File: src/tmr_defines.vh
// Purpose: Constants for the timer configuration and counter control block
// Assumes: One clock at 125 MHz; Avalon-MM word addressing
// Notes: Offsets are word addresses of 32-bit registers
`ifndef TMR_DEFINES_VH
`define TMR_DEFINES_VH

// Register word offsets
`define OFS_CONTROL     4'h0
`define OFS_CONFIG      4'h1
`define OFS_COUNT       4'h2
`define OFS_MODULO      4'h3
`define ADDR_W          4

// Control register fields
`define CTL_CLK_LO      0
`define CTL_CLK_HI      1
// Configuration register fields
`define CFG_DOZE        5
`define CFG_DBG_LO      6
`define CFG_DBG_HI      7
`define CFG_SHARED      9
`define CFG_BEGIN_TRIG  16
`define CFG_HALT_WRAP   17
`define CFG_WMASK       32'h0003_02E0

// Status / mask offsets and bits
`define OFS_STATUS      4'h4
`define OFS_MASK        4'h5
`define ST_OVERFLOW     0
`define ST_TRIGGER      1
`define ST_W            2

// Field codes
`define DBG_RUN         2'h3
`define CLK_OFF         2'h0

// Reset values
`define RST_CONFIG      32'h0000_0000
`define RST_MODULO      16'hFFFF
// Trigger synchroniser depth before the edge detector
`define TRIG_SYNC_STAGES 2

`endif

File: src/trig_edge_sync.v
// Purpose: Synchronise the trigger input and detect its rising edge
// Assumes: Trigger from other logic, may be asynchronous
// Notes: Edge pulse appears three clocks after trigger rises
`timescale 1ns/10ps
`include "tmr_defines.vh"

module trig_edge_sync (
  // Clock and reset
  input  wire clock,
  input  wire rst_n,
  // Trigger in, edge out
  input  wire trig_in,
  output reg  trig_rise
);

  reg [`TRIG_SYNC_STAGES-1:0] sync;
  reg                         last;

  // Two-stage synchroniser, then edge detect on the last stage
  always @(posedge clock) begin
    if (!rst_n) begin
      sync      <= {`TRIG_SYNC_STAGES{1'b0}};
      last      <= 1'b0;
      trig_rise <= 1'b0;
    end else begin
      sync      <= {sync[`TRIG_SYNC_STAGES-2:0], trig_in};
      last      <= sync[`TRIG_SYNC_STAGES-1];
      trig_rise <= sync[`TRIG_SYNC_STAGES-1] & ~last;
    end
  end

endmodule // trig_edge_sync

File: src/count_core.v
// Purpose: 16-bit up counter with modulo wrap and overflow pulse
// Assumes: Run and clear decided by the control logic
// Notes: Modulo zero wraps every counting clock
`timescale 1ns/10ps

module count_core (
  // Clock and reset
  input  wire        clock,
  input  wire        rst_n,
  // Control
  input  wire        run,
  input  wire        clear,
  input  wire [15:0] modulo_value,
  // Results
  output reg  [15:0] count,
  output reg         wrap
);

  // Count, wrap at modulo and flag the wrap for one clock
  always @(posedge clock) begin
    if (!rst_n) begin
      count <= 16'h0000;
      wrap  <= 1'b0;
    end else if (clear) begin
      count <= 16'h0000;
      wrap  <= 1'b0;
    end else if (run) begin
      if (count == modulo_value) begin
        count <= 16'h0000;
        wrap  <= 1'b1;
      end else begin
        count <= count + 16'h0001;
        wrap  <= 1'b0;
      end
    end else begin
      wrap <= 1'b0;
    end
  end

endmodule // count_core

File: src/timer_counter_config_control.v
// Purpose: Timer configuration, start/stop control and register slave
// Assumes: Avalon-MM slave, one clock, inputs synchronous except trigger
// Notes: Channels read the selected timebase on timebase_count
//
// Register access over Avalon-MM and the register offsets were chosen for this implementation.
`timescale 1ns/10ps
`include "tmr_defines.vh"

module timer_counter_config_control (
  // Clock and reset
  input  wire        clock,
  input  wire        rst_n,
  // Avalon-MM slave
  input  wire [3:0]  avs_address,
  input  wire [4:0]  avs_address_hi,
  input  wire        avs_read,
  input  wire        avs_write,
  input  wire [31:0] avs_writedata,
  input  wire [3:0]  avs_byteenable,
  output reg  [31:0] avs_readdata,
  output reg         avs_waitrequest,
  output reg  [1:0]  avs_response,
  // Mode and trigger inputs
  input  wire        debug_mode,
  input  wire        doze_mode,
  input  wire        trigger_in,
  // Shared timebase from the generating timer
  input  wire [15:0] shared_count,
  input  wire        shared_enable,
  input  wire        shared_wrap,
  // Timebase to channels and own state
  output reg  [15:0] timebase_count,
  output reg         timebase_enable,
  output reg         timebase_wrap,
  output reg  [15:0] local_count,
  output reg         irq
);

  // Register state
  reg  [1:0]  counter_clock_select;
  reg         halt_after_wrap;
  reg         begin_on_trigger_edge;
  reg         shared_timebase_select;
  reg  [1:0]  debug_behaviour_field;
  reg         doze_pause_select;
  reg  [15:0] modulo_value;
  reg  [`ST_W-1:0] status;
  reg  [`ST_W-1:0] mask;
  // Counter control state
  reg         halted;
  reg         waiting;
  reg         was_enabled;
  reg         cnt_clear;
  // Bus control
  reg         busy;
  wire        enabled;
  wire        paused;
  wire        counting;
  wire        trig_rise;
  wire        trig_seen;
  wire [15:0] count;
  wire        wrap;
  wire        access;
  wire [31:0] be_mask;
  wire [31:0] wdata;
  wire        rd_status;
  reg  [31:0] next_readdata;
  reg  [1:0]  next_response;

  // Byte-enable expansion, used on every writable register except the count clear
  function [31:0] lanes;
    input [3:0] be;
    begin
      lanes = {{8{be[3]}}, {8{be[2]}}, {8{be[1]}}, {8{be[0]}}};
    end
  endfunction

  // Address decode test, used by read and write paths
  function hit;
    input [3:0] adr;
    input [4:0] hi;
    input [3:0] ofs;
    begin
      hit = (hi == 5'h00) && (adr == ofs);
    end
  endfunction

  assign be_mask = lanes(avs_byteenable);
  assign wdata   = avs_writedata & be_mask;

  // Counter enabled by a nonzero clock select
  assign enabled = (counter_clock_select != `CLK_OFF);
  // Pause in debug unless running code, pause in doze when selected
  assign paused  = (debug_mode && (debug_behaviour_field != `DBG_RUN)) ||
                   (doze_mode && doze_pause_select);
  // Trigger edges dropped while paused
  assign trig_seen = trig_rise & ~paused;
  // Stop on the wrap edge itself so a halted count rests at zero
  assign counting  = enabled && !paused && !halted && !waiting &&
                     !(wrap && halt_after_wrap);

  trig_edge_sync i_trig_edge_sync (
    .clock     (clock),
    .rst_n     (rst_n),
    .trig_in   (trigger_in),
    .trig_rise (trig_rise)
  );

  count_core i_count_core (
    .clock        (clock),
    .rst_n        (rst_n),
    .run          (counting),
    .clear        (cnt_clear),
    .modulo_value (modulo_value),
    .count        (count),
    .wrap         (wrap)
  );

  // Start, halt and trigger restart control
  always @(posedge clock) begin
    if (!rst_n) begin
      halted      <= 1'b0;
      waiting     <= 1'b0;
      was_enabled <= 1'b0;
    end else begin
      was_enabled <= enabled;
      if (!enabled) begin
        // Disable clears halt and arms the trigger wait before enable
        halted  <= 1'b0;
        waiting <= begin_on_trigger_edge;
      end else if (!was_enabled) begin
        waiting <= begin_on_trigger_edge;
        halted  <= 1'b0;
      end else if (begin_on_trigger_edge && trig_seen) begin
        waiting <= 1'b0;
        halted  <= 1'b0;
      end else if (wrap && halt_after_wrap) begin
        halted <= 1'b1;
      end
    end
  end

  // Channel timebase selection and local count output
  always @(posedge clock) begin
    if (!rst_n) begin
      timebase_count  <= 16'h0000;
      timebase_enable <= 1'b0;
      timebase_wrap   <= 1'b0;
      local_count     <= 16'h0000;
    end else begin
      local_count <= count;
      if (shared_timebase_select) begin
        timebase_count  <= shared_count;
        timebase_enable <= shared_enable;
        timebase_wrap   <= shared_wrap;
      end else begin
        timebase_count  <= count;
        timebase_enable <= counting;
        timebase_wrap   <= wrap;
      end
    end
  end

  // Waitrequest drops one clock after request; the access is taken at the next edge
  assign access    = (avs_read || avs_write) && busy;
  assign rd_status = avs_read && hit(avs_address, avs_address_hi, `OFS_STATUS);

  // Read mux; reserved bits and unmapped addresses read zero
  always @* begin
    next_readdata = 32'h0000_0000;
    next_response = 2'h0;
    if (hit(avs_address, avs_address_hi, `OFS_CONTROL)) begin
      next_readdata[`CTL_CLK_HI:`CTL_CLK_LO] = counter_clock_select;
    end else if (hit(avs_address, avs_address_hi, `OFS_CONFIG)) begin
      next_readdata[`CFG_HALT_WRAP]  = halt_after_wrap;
      next_readdata[`CFG_BEGIN_TRIG] = begin_on_trigger_edge;
      next_readdata[`CFG_SHARED]     = shared_timebase_select;
      next_readdata[`CFG_DBG_HI:`CFG_DBG_LO] = debug_behaviour_field;
      next_readdata[`CFG_DOZE]       = doze_pause_select;
    end else if (hit(avs_address, avs_address_hi, `OFS_COUNT)) begin
      next_readdata[15:0] = count;
    end else if (hit(avs_address, avs_address_hi, `OFS_MODULO)) begin
      next_readdata[15:0] = modulo_value;
    end else if (hit(avs_address, avs_address_hi, `OFS_STATUS)) begin
      next_readdata[`ST_W-1:0] = status;
    end else if (hit(avs_address, avs_address_hi, `OFS_MASK)) begin
      next_readdata[`ST_W-1:0] = mask;
    end else begin
      next_response = 2'h2; // Slave error on unmapped address
    end
  end

  // Bus handshake and read data register
  always @(posedge clock) begin
    if (!rst_n) begin
      busy            <= 1'b0;
      avs_waitrequest <= 1'b1;
      avs_readdata    <= 32'h0000_0000;
      avs_response    <= 2'h0;
    end else if (access) begin
      busy            <= 1'b0;
      avs_waitrequest <= 1'b1;
    end else if ((avs_read || avs_write) && avs_waitrequest) begin
      busy            <= 1'b1;
      avs_waitrequest <= 1'b0;
      avs_readdata    <= avs_read ? next_readdata : 32'h0000_0000;
      avs_response    <= next_response;
    end else begin
      busy            <= 1'b0;
      avs_waitrequest <= 1'b1;
    end
  end

  // Register writes, taken at the edge waitrequest is low
  always @(posedge clock) begin
    if (!rst_n) begin
      counter_clock_select   <= `CLK_OFF;
      halt_after_wrap        <= 1'b0;
      begin_on_trigger_edge  <= 1'b0;
      shared_timebase_select <= 1'b0;
      debug_behaviour_field  <= 2'h0;
      doze_pause_select      <= 1'b0;
      modulo_value           <= `RST_MODULO;
      mask                   <= {`ST_W{1'b0}};
    end else if (access && avs_write) begin
      if (hit(avs_address, avs_address_hi, `OFS_CONTROL) &&
          avs_byteenable[0]) begin
        counter_clock_select <= wdata[`CTL_CLK_HI:`CTL_CLK_LO];
      end else if (hit(avs_address, avs_address_hi, `OFS_CONFIG)) begin
        // Only the documented fields take writes
        if (be_mask[`CFG_HALT_WRAP])
          halt_after_wrap <= wdata[`CFG_HALT_WRAP];
        if (be_mask[`CFG_BEGIN_TRIG])
          begin_on_trigger_edge <= wdata[`CFG_BEGIN_TRIG];
        if (be_mask[`CFG_SHARED])
          shared_timebase_select <= wdata[`CFG_SHARED];
        if (be_mask[`CFG_DBG_LO])
          debug_behaviour_field <= wdata[`CFG_DBG_HI:`CFG_DBG_LO];
        if (be_mask[`CFG_DOZE])
          doze_pause_select <= wdata[`CFG_DOZE];
      end else if (hit(avs_address, avs_address_hi, `OFS_MODULO)) begin
        modulo_value <= (modulo_value & ~be_mask[15:0]) | wdata[15:0];
      end else if (hit(avs_address, avs_address_hi, `OFS_MASK) &&
                   avs_byteenable[0]) begin
        mask <= wdata[`ST_W-1:0];
      end
    end
  end

  // Counter cleared by any write to the count register
  always @(posedge clock) begin
    if (!rst_n)
      cnt_clear <= 1'b0;
    else
      cnt_clear <= access && avs_write &&
                   hit(avs_address, avs_address_hi, `OFS_COUNT);
  end

  // Sticky events; a read clears only the bits it returned, so an event
  // between snapshot and clear is kept; a new event wins over the clear
  always @(posedge clock) begin
    if (!rst_n) begin
      status <= {`ST_W{1'b0}};
    end else begin
      status <= (access && rd_status ?
                 status & ~avs_readdata[`ST_W-1:0] : status) |
                {trig_seen, wrap};
    end
  end

  // Level interrupt from unmasked status
  always @(posedge clock) begin
    if (!rst_n)
      irq <= 1'b0;
    else
      irq <= |(status & mask);
  end

endmodule // timer_counter_config_control

File: config.mk
export PLATFORM = sky130hd
export DESIGN_NAME = timer_counter_config_control
export DESIGN_NICKNAME = d
export VERILOG_FILES = /design/src/trig_edge_sync.v /design/src/count_core.v /design/src/timer_counter_config_control.v
export VERILOG_INCLUDE_DIRS = /design/src /design/src/src
export SDC_FILE = /design/constraint.sdc
export NUM_CORES = 1
export LEC_CHECK = 0
export ABC_AREA = 1
export BUFFER_PORTS_ARGS = -buffer_cell sky130_fd_sc_hd__buf_2
export CORE_ASPECT_RATIO = 1.4
export CORE_MARGIN = 1
export CORE_UTILIZATION = 28
export CTS_CLUSTER_DIAMETER = 150
export DETAILED_ROUTE_END_ITERATION = 16
export PLACE_DENSITY_LB_ADDON = 0.05
export SYNTH_ARGS = -nofsm -noshare
export SYNTH_HDL_FRONTEND = slang
export SYNTH_SLANG_ARGS = --single-unit
File: constraint.sdc
create_clock -name clock -period 2.7 [get_ports clock]
set_clock_uncertainty 0.15 [all_clocks]
set_input_delay 0.675 -clock clock [delete_from_list [all_inputs] [get_ports clock]]
set_output_delay 0.675 -clock clock [all_outputs]
set_load 0.1 [all_outputs]
==> impl_metrics.env <==
export IMPL_status="finished clean"
export IMPL_syn_area_sq_mm=0.00486
export IMPL_crit_required_ns=2.84
export IMPL_finalHoldViolCount=0
export IMPL_diodes=0
export IMPL_switching_power_uw=850
export IMPL_cts_resized=0
export IMPL_track_usage_pct=17.3
export IMPL_yosysWarnings=0
export IMPL_seq_area_frac_synth_pct=44.9
export IMPL_layout_min_cycle_time_ns=2.03
export IMPL_first_pass_iters=4
export IMPL_cts_root_buf="clkbuf_16"
export IMPL_drc=0
export IMPL_finalSetupViolations=0
export IMPL_maxCapViolCount=0
export IMPL_drt_iter0_markers=143
export IMPL_synth_edf_count=0
export IMPL_cts_buffer_depth=2
export IMPL_grt_pass1_wl_mm=23.1
export IMPL_gr_total_overflow=0
export IMPL_wl_mm=14.6
export IMPL_die_x_microns=113
export IMPL_synth_seq_cells=109
export IMPL_slew_viol_final=0
export IMPL_nNetsFinal=816
export IMPL_cts_buffers=9
export IMPL_post_route_cell_area_sq_mm=0.00589
export IMPL_clock_sinks=109
export IMPL_ant_nets=0
export IMPL_p_sw_share_pct=26.0
export IMPL_rows=56
export IMPL_fin_tns_setup_ns=0
export IMPL_vias=4407
export IMPL_start_util_pct=28.8
export IMPL_crit_fanout=16
export IMPL_regArea_sq_mm=0.00218
export IMPL_crit_type="in2reg"
export IMPL_num_io_pins=140
export IMPL_avgSynthCellArea_sq_um=7.60
export IMPL_finalCritPeriodShare_pct=75.4
export IMPL_cts_tree="yes"
export IMPL_start_kind="input pin"
export IMPL_fmax_ghz=0.492
export IMPL_drive_gt1_share_pct=23.2
export IMPL_ir_worst_vdd_mv=0.213
export IMPL_p_int_uw=2420
export IMPL_final_cells=982
export IMPL_viasPerCell=4.49
export IMPL_pwr_share_comb_pct=8.7
export IMPL_die_h_microns=158
export IMPL_antenna_found_initial=0
export IMPL_h_tree_depth=3
export IMPL_grt_pass1_vias=4336
export IMPL_synthArstFlopShare_pct=0
export IMPL_leakage_uw=0.00276
export IMPL_synthesis_instances=640
export IMPL_dp_cells=966
export IMPL_ys_flop_type="dfxtp_1"
export IMPL_rsz0062_at_grt="false"
export IMPL_multi_input_area_sq_mm=0.00216
export IMPL_crit_arrival_ns=2.18
export IMPL_syn_to_final_growth_pct=21.1
export IMPL_placed_area_sq_mm=0.00559
export IMPL_coreArea_sq_mm=0.0169
export IMPL_endpoint_kind="flip-flop"
export IMPL_ys_types=41
export IMPL_port_buffers=109
export IMPL_place_gp_congestion=0.798
export IMPL_post_cts_setup_buffers=0
export IMPL_fp_dieArea_sq_mm=0.0179
export IMPL_pwr_share_seq_pct=49.5
export IMPL_grt_max_degree=64
export IMPL_fillers=1853
export IMPL_dp_final_hpwl_mm=11.3
export IMPL_clk_latency_ns=0.36
export IMPL_clkTransAtPathRegs_ns=0.07
export IMPL_wl_per_cell_microns=14.9
export IMPL_cts_hold_buf=0
export IMPL_p_clk_share_pct=41.8
export IMPL_hold_class="reg2reg"
export IMPL_cellPowerDensity_mw_per_mm2=555
==> routing by layer <==
| layer | GRT usage (%) | share of wire [%] |
|---|---|---|
| met5 | 0 | 0 |
| met1 | 20.7 | 44 |
| met3 | 2.49 | 3.4 |
| met4 | 8.71 | 3.0 |
| met2 | 30.1 | 50 |
==> power by group through the flow <==
stage          sequential [uW]  clock (uW)  combinational, uW
2_1_floorplan             1680           0                195
3_5_place_dp              1660           0                287
5_1_grt                   1620        1460                307
4_1_cts                   1620        1420                288
6_report                  1620        1360                285
3_3_place_gp              1660           0                286
==> path summary, 6_finish.rpt <==
path | startpoint | to | slack (ns) | cells after the start
worst max-delay path | avs_address_hi[3] | avs_readdata[6] | 0.67 | 9
worst min-delay path | i_trig_edge_sync.last | i_trig_edge_sync.trig_rise | 0.25 | 1
worst max register to register | debug_behaviour_field[1] | i_count_core.count[13] | 0.76 | 9
worst min register to register | i_trig_edge_sync.last | i_trig_edge_sync.trig_rise | 0.25 | 1
==> cell families after synthesis <==
| group | after synthesis | synth area share [%] |
|---|---|---|
| adder cells (fa/ha/maj) | 1 | 0.257 |
| other | 1 | 0.0771 |
| XOR/XNOR | 13 | 2.34 |
| buffers and inverters | 124 | 11.8 |
| AND/OR/NAND/NOR | 267 | 25.6 |
| flip-flops | 109 | 44.9 |
| AO/OA/AOI/OAI | 125 | 15.1 |
==> cells in the mapped netlist (2+ instances only) <==
| cell type | instances | area [sq um] |
|---|---|---|
| nor3_1 | 7 | 35.0 |
| buf_4 | 16 | 120 |
| o211ai_2 | 2 | 25.0 |
| nand2_1 | 138 | 518 |
| o22ai_2 | 7 | 87.6 |
| nand2_2 | 6 | 37.5 |
| nand3_4 | 2 | 35.0 |
| buf_6 | 5 | 56.3 |
| o22ai_1 | 3 | 18.8 |
| nor2_1 | 45 | 169 |
| nor2_4 | 2 | 22.5 |
| nor2_2 | 5 | 31.3 |
| dfxtp_1 | 109 | 2180 |
| clkbuf_1 | 12 | 45.0 |
| nand3_1 | 40 | 200 |
| o21ai_0 | 44 | 220 |
| inv_1 | 79 | 297 |
| nor3_4 | 2 | 32.5 |
| xor2_1 | 9 | 78.8 |
| nor3_2 | 2 | 20.0 |
| xnor2_1 | 4 | 35.0 |
| inv_2 | 5 | 18.8 |
| o311ai_1 | 2 | 17.5 |
| buf_1 | 3 | 11.3 |
| nand4_1 | 11 | 68.8 |
| o211ai_1 | 8 | 60.1 |
| buf_2 | 2 | 10.0 |
| a211oi_1 | 2 | 15.0 |
| a21oi_1 | 56 | 280 |
==> per-stage QoR <==
step	util, %	hold WS, ns	worst slack (ns)	total power, uW
finish	34.9	0.247	0.665	3270
global route	34.9	0.275	0.471	3390
floorplan	-	0.218	0.740	1880
detailed placement	33.1	0.242	0.236	1940
CTS	34.9	0.253	0.630	3320
global placement	33.1	0.233	0.289	1940
==> area by class of cell <==
class                      instances  share of cell area [%]
sequential                       109                    37.1
multi-input combinational        421                    36.7
timing repair buffer             118                    10.6
inverter                          86                    5.61
tap                              232                    4.93
clock buffer                      10                    4.06
clock inverter                     6                    1.04
==> layout by cell type, fill, tap and decap left out, types with 11 or more instances in the layout <==
master / count
nand3_1: 40
nand4_1: 11
buf_2: 109
nor2_1: 45
a21oi_1: 56
conb_1: 15
dfxtp_1: 109
nand2_1: 138
o21ai_0: 44
inv_1: 79
==> critical path: stages <==
cell and delay (ns):
buf_2 0.09, nor2_1 0.09, nand2_1 0.08, nor2_4 0.19
buf_4 0.19, nand2_2 0.26, o21ai_0 0.27, o21ai_0 0.17
a21oi_1 0.15
No activity file was read; power rests on OpenSTA's default activity.
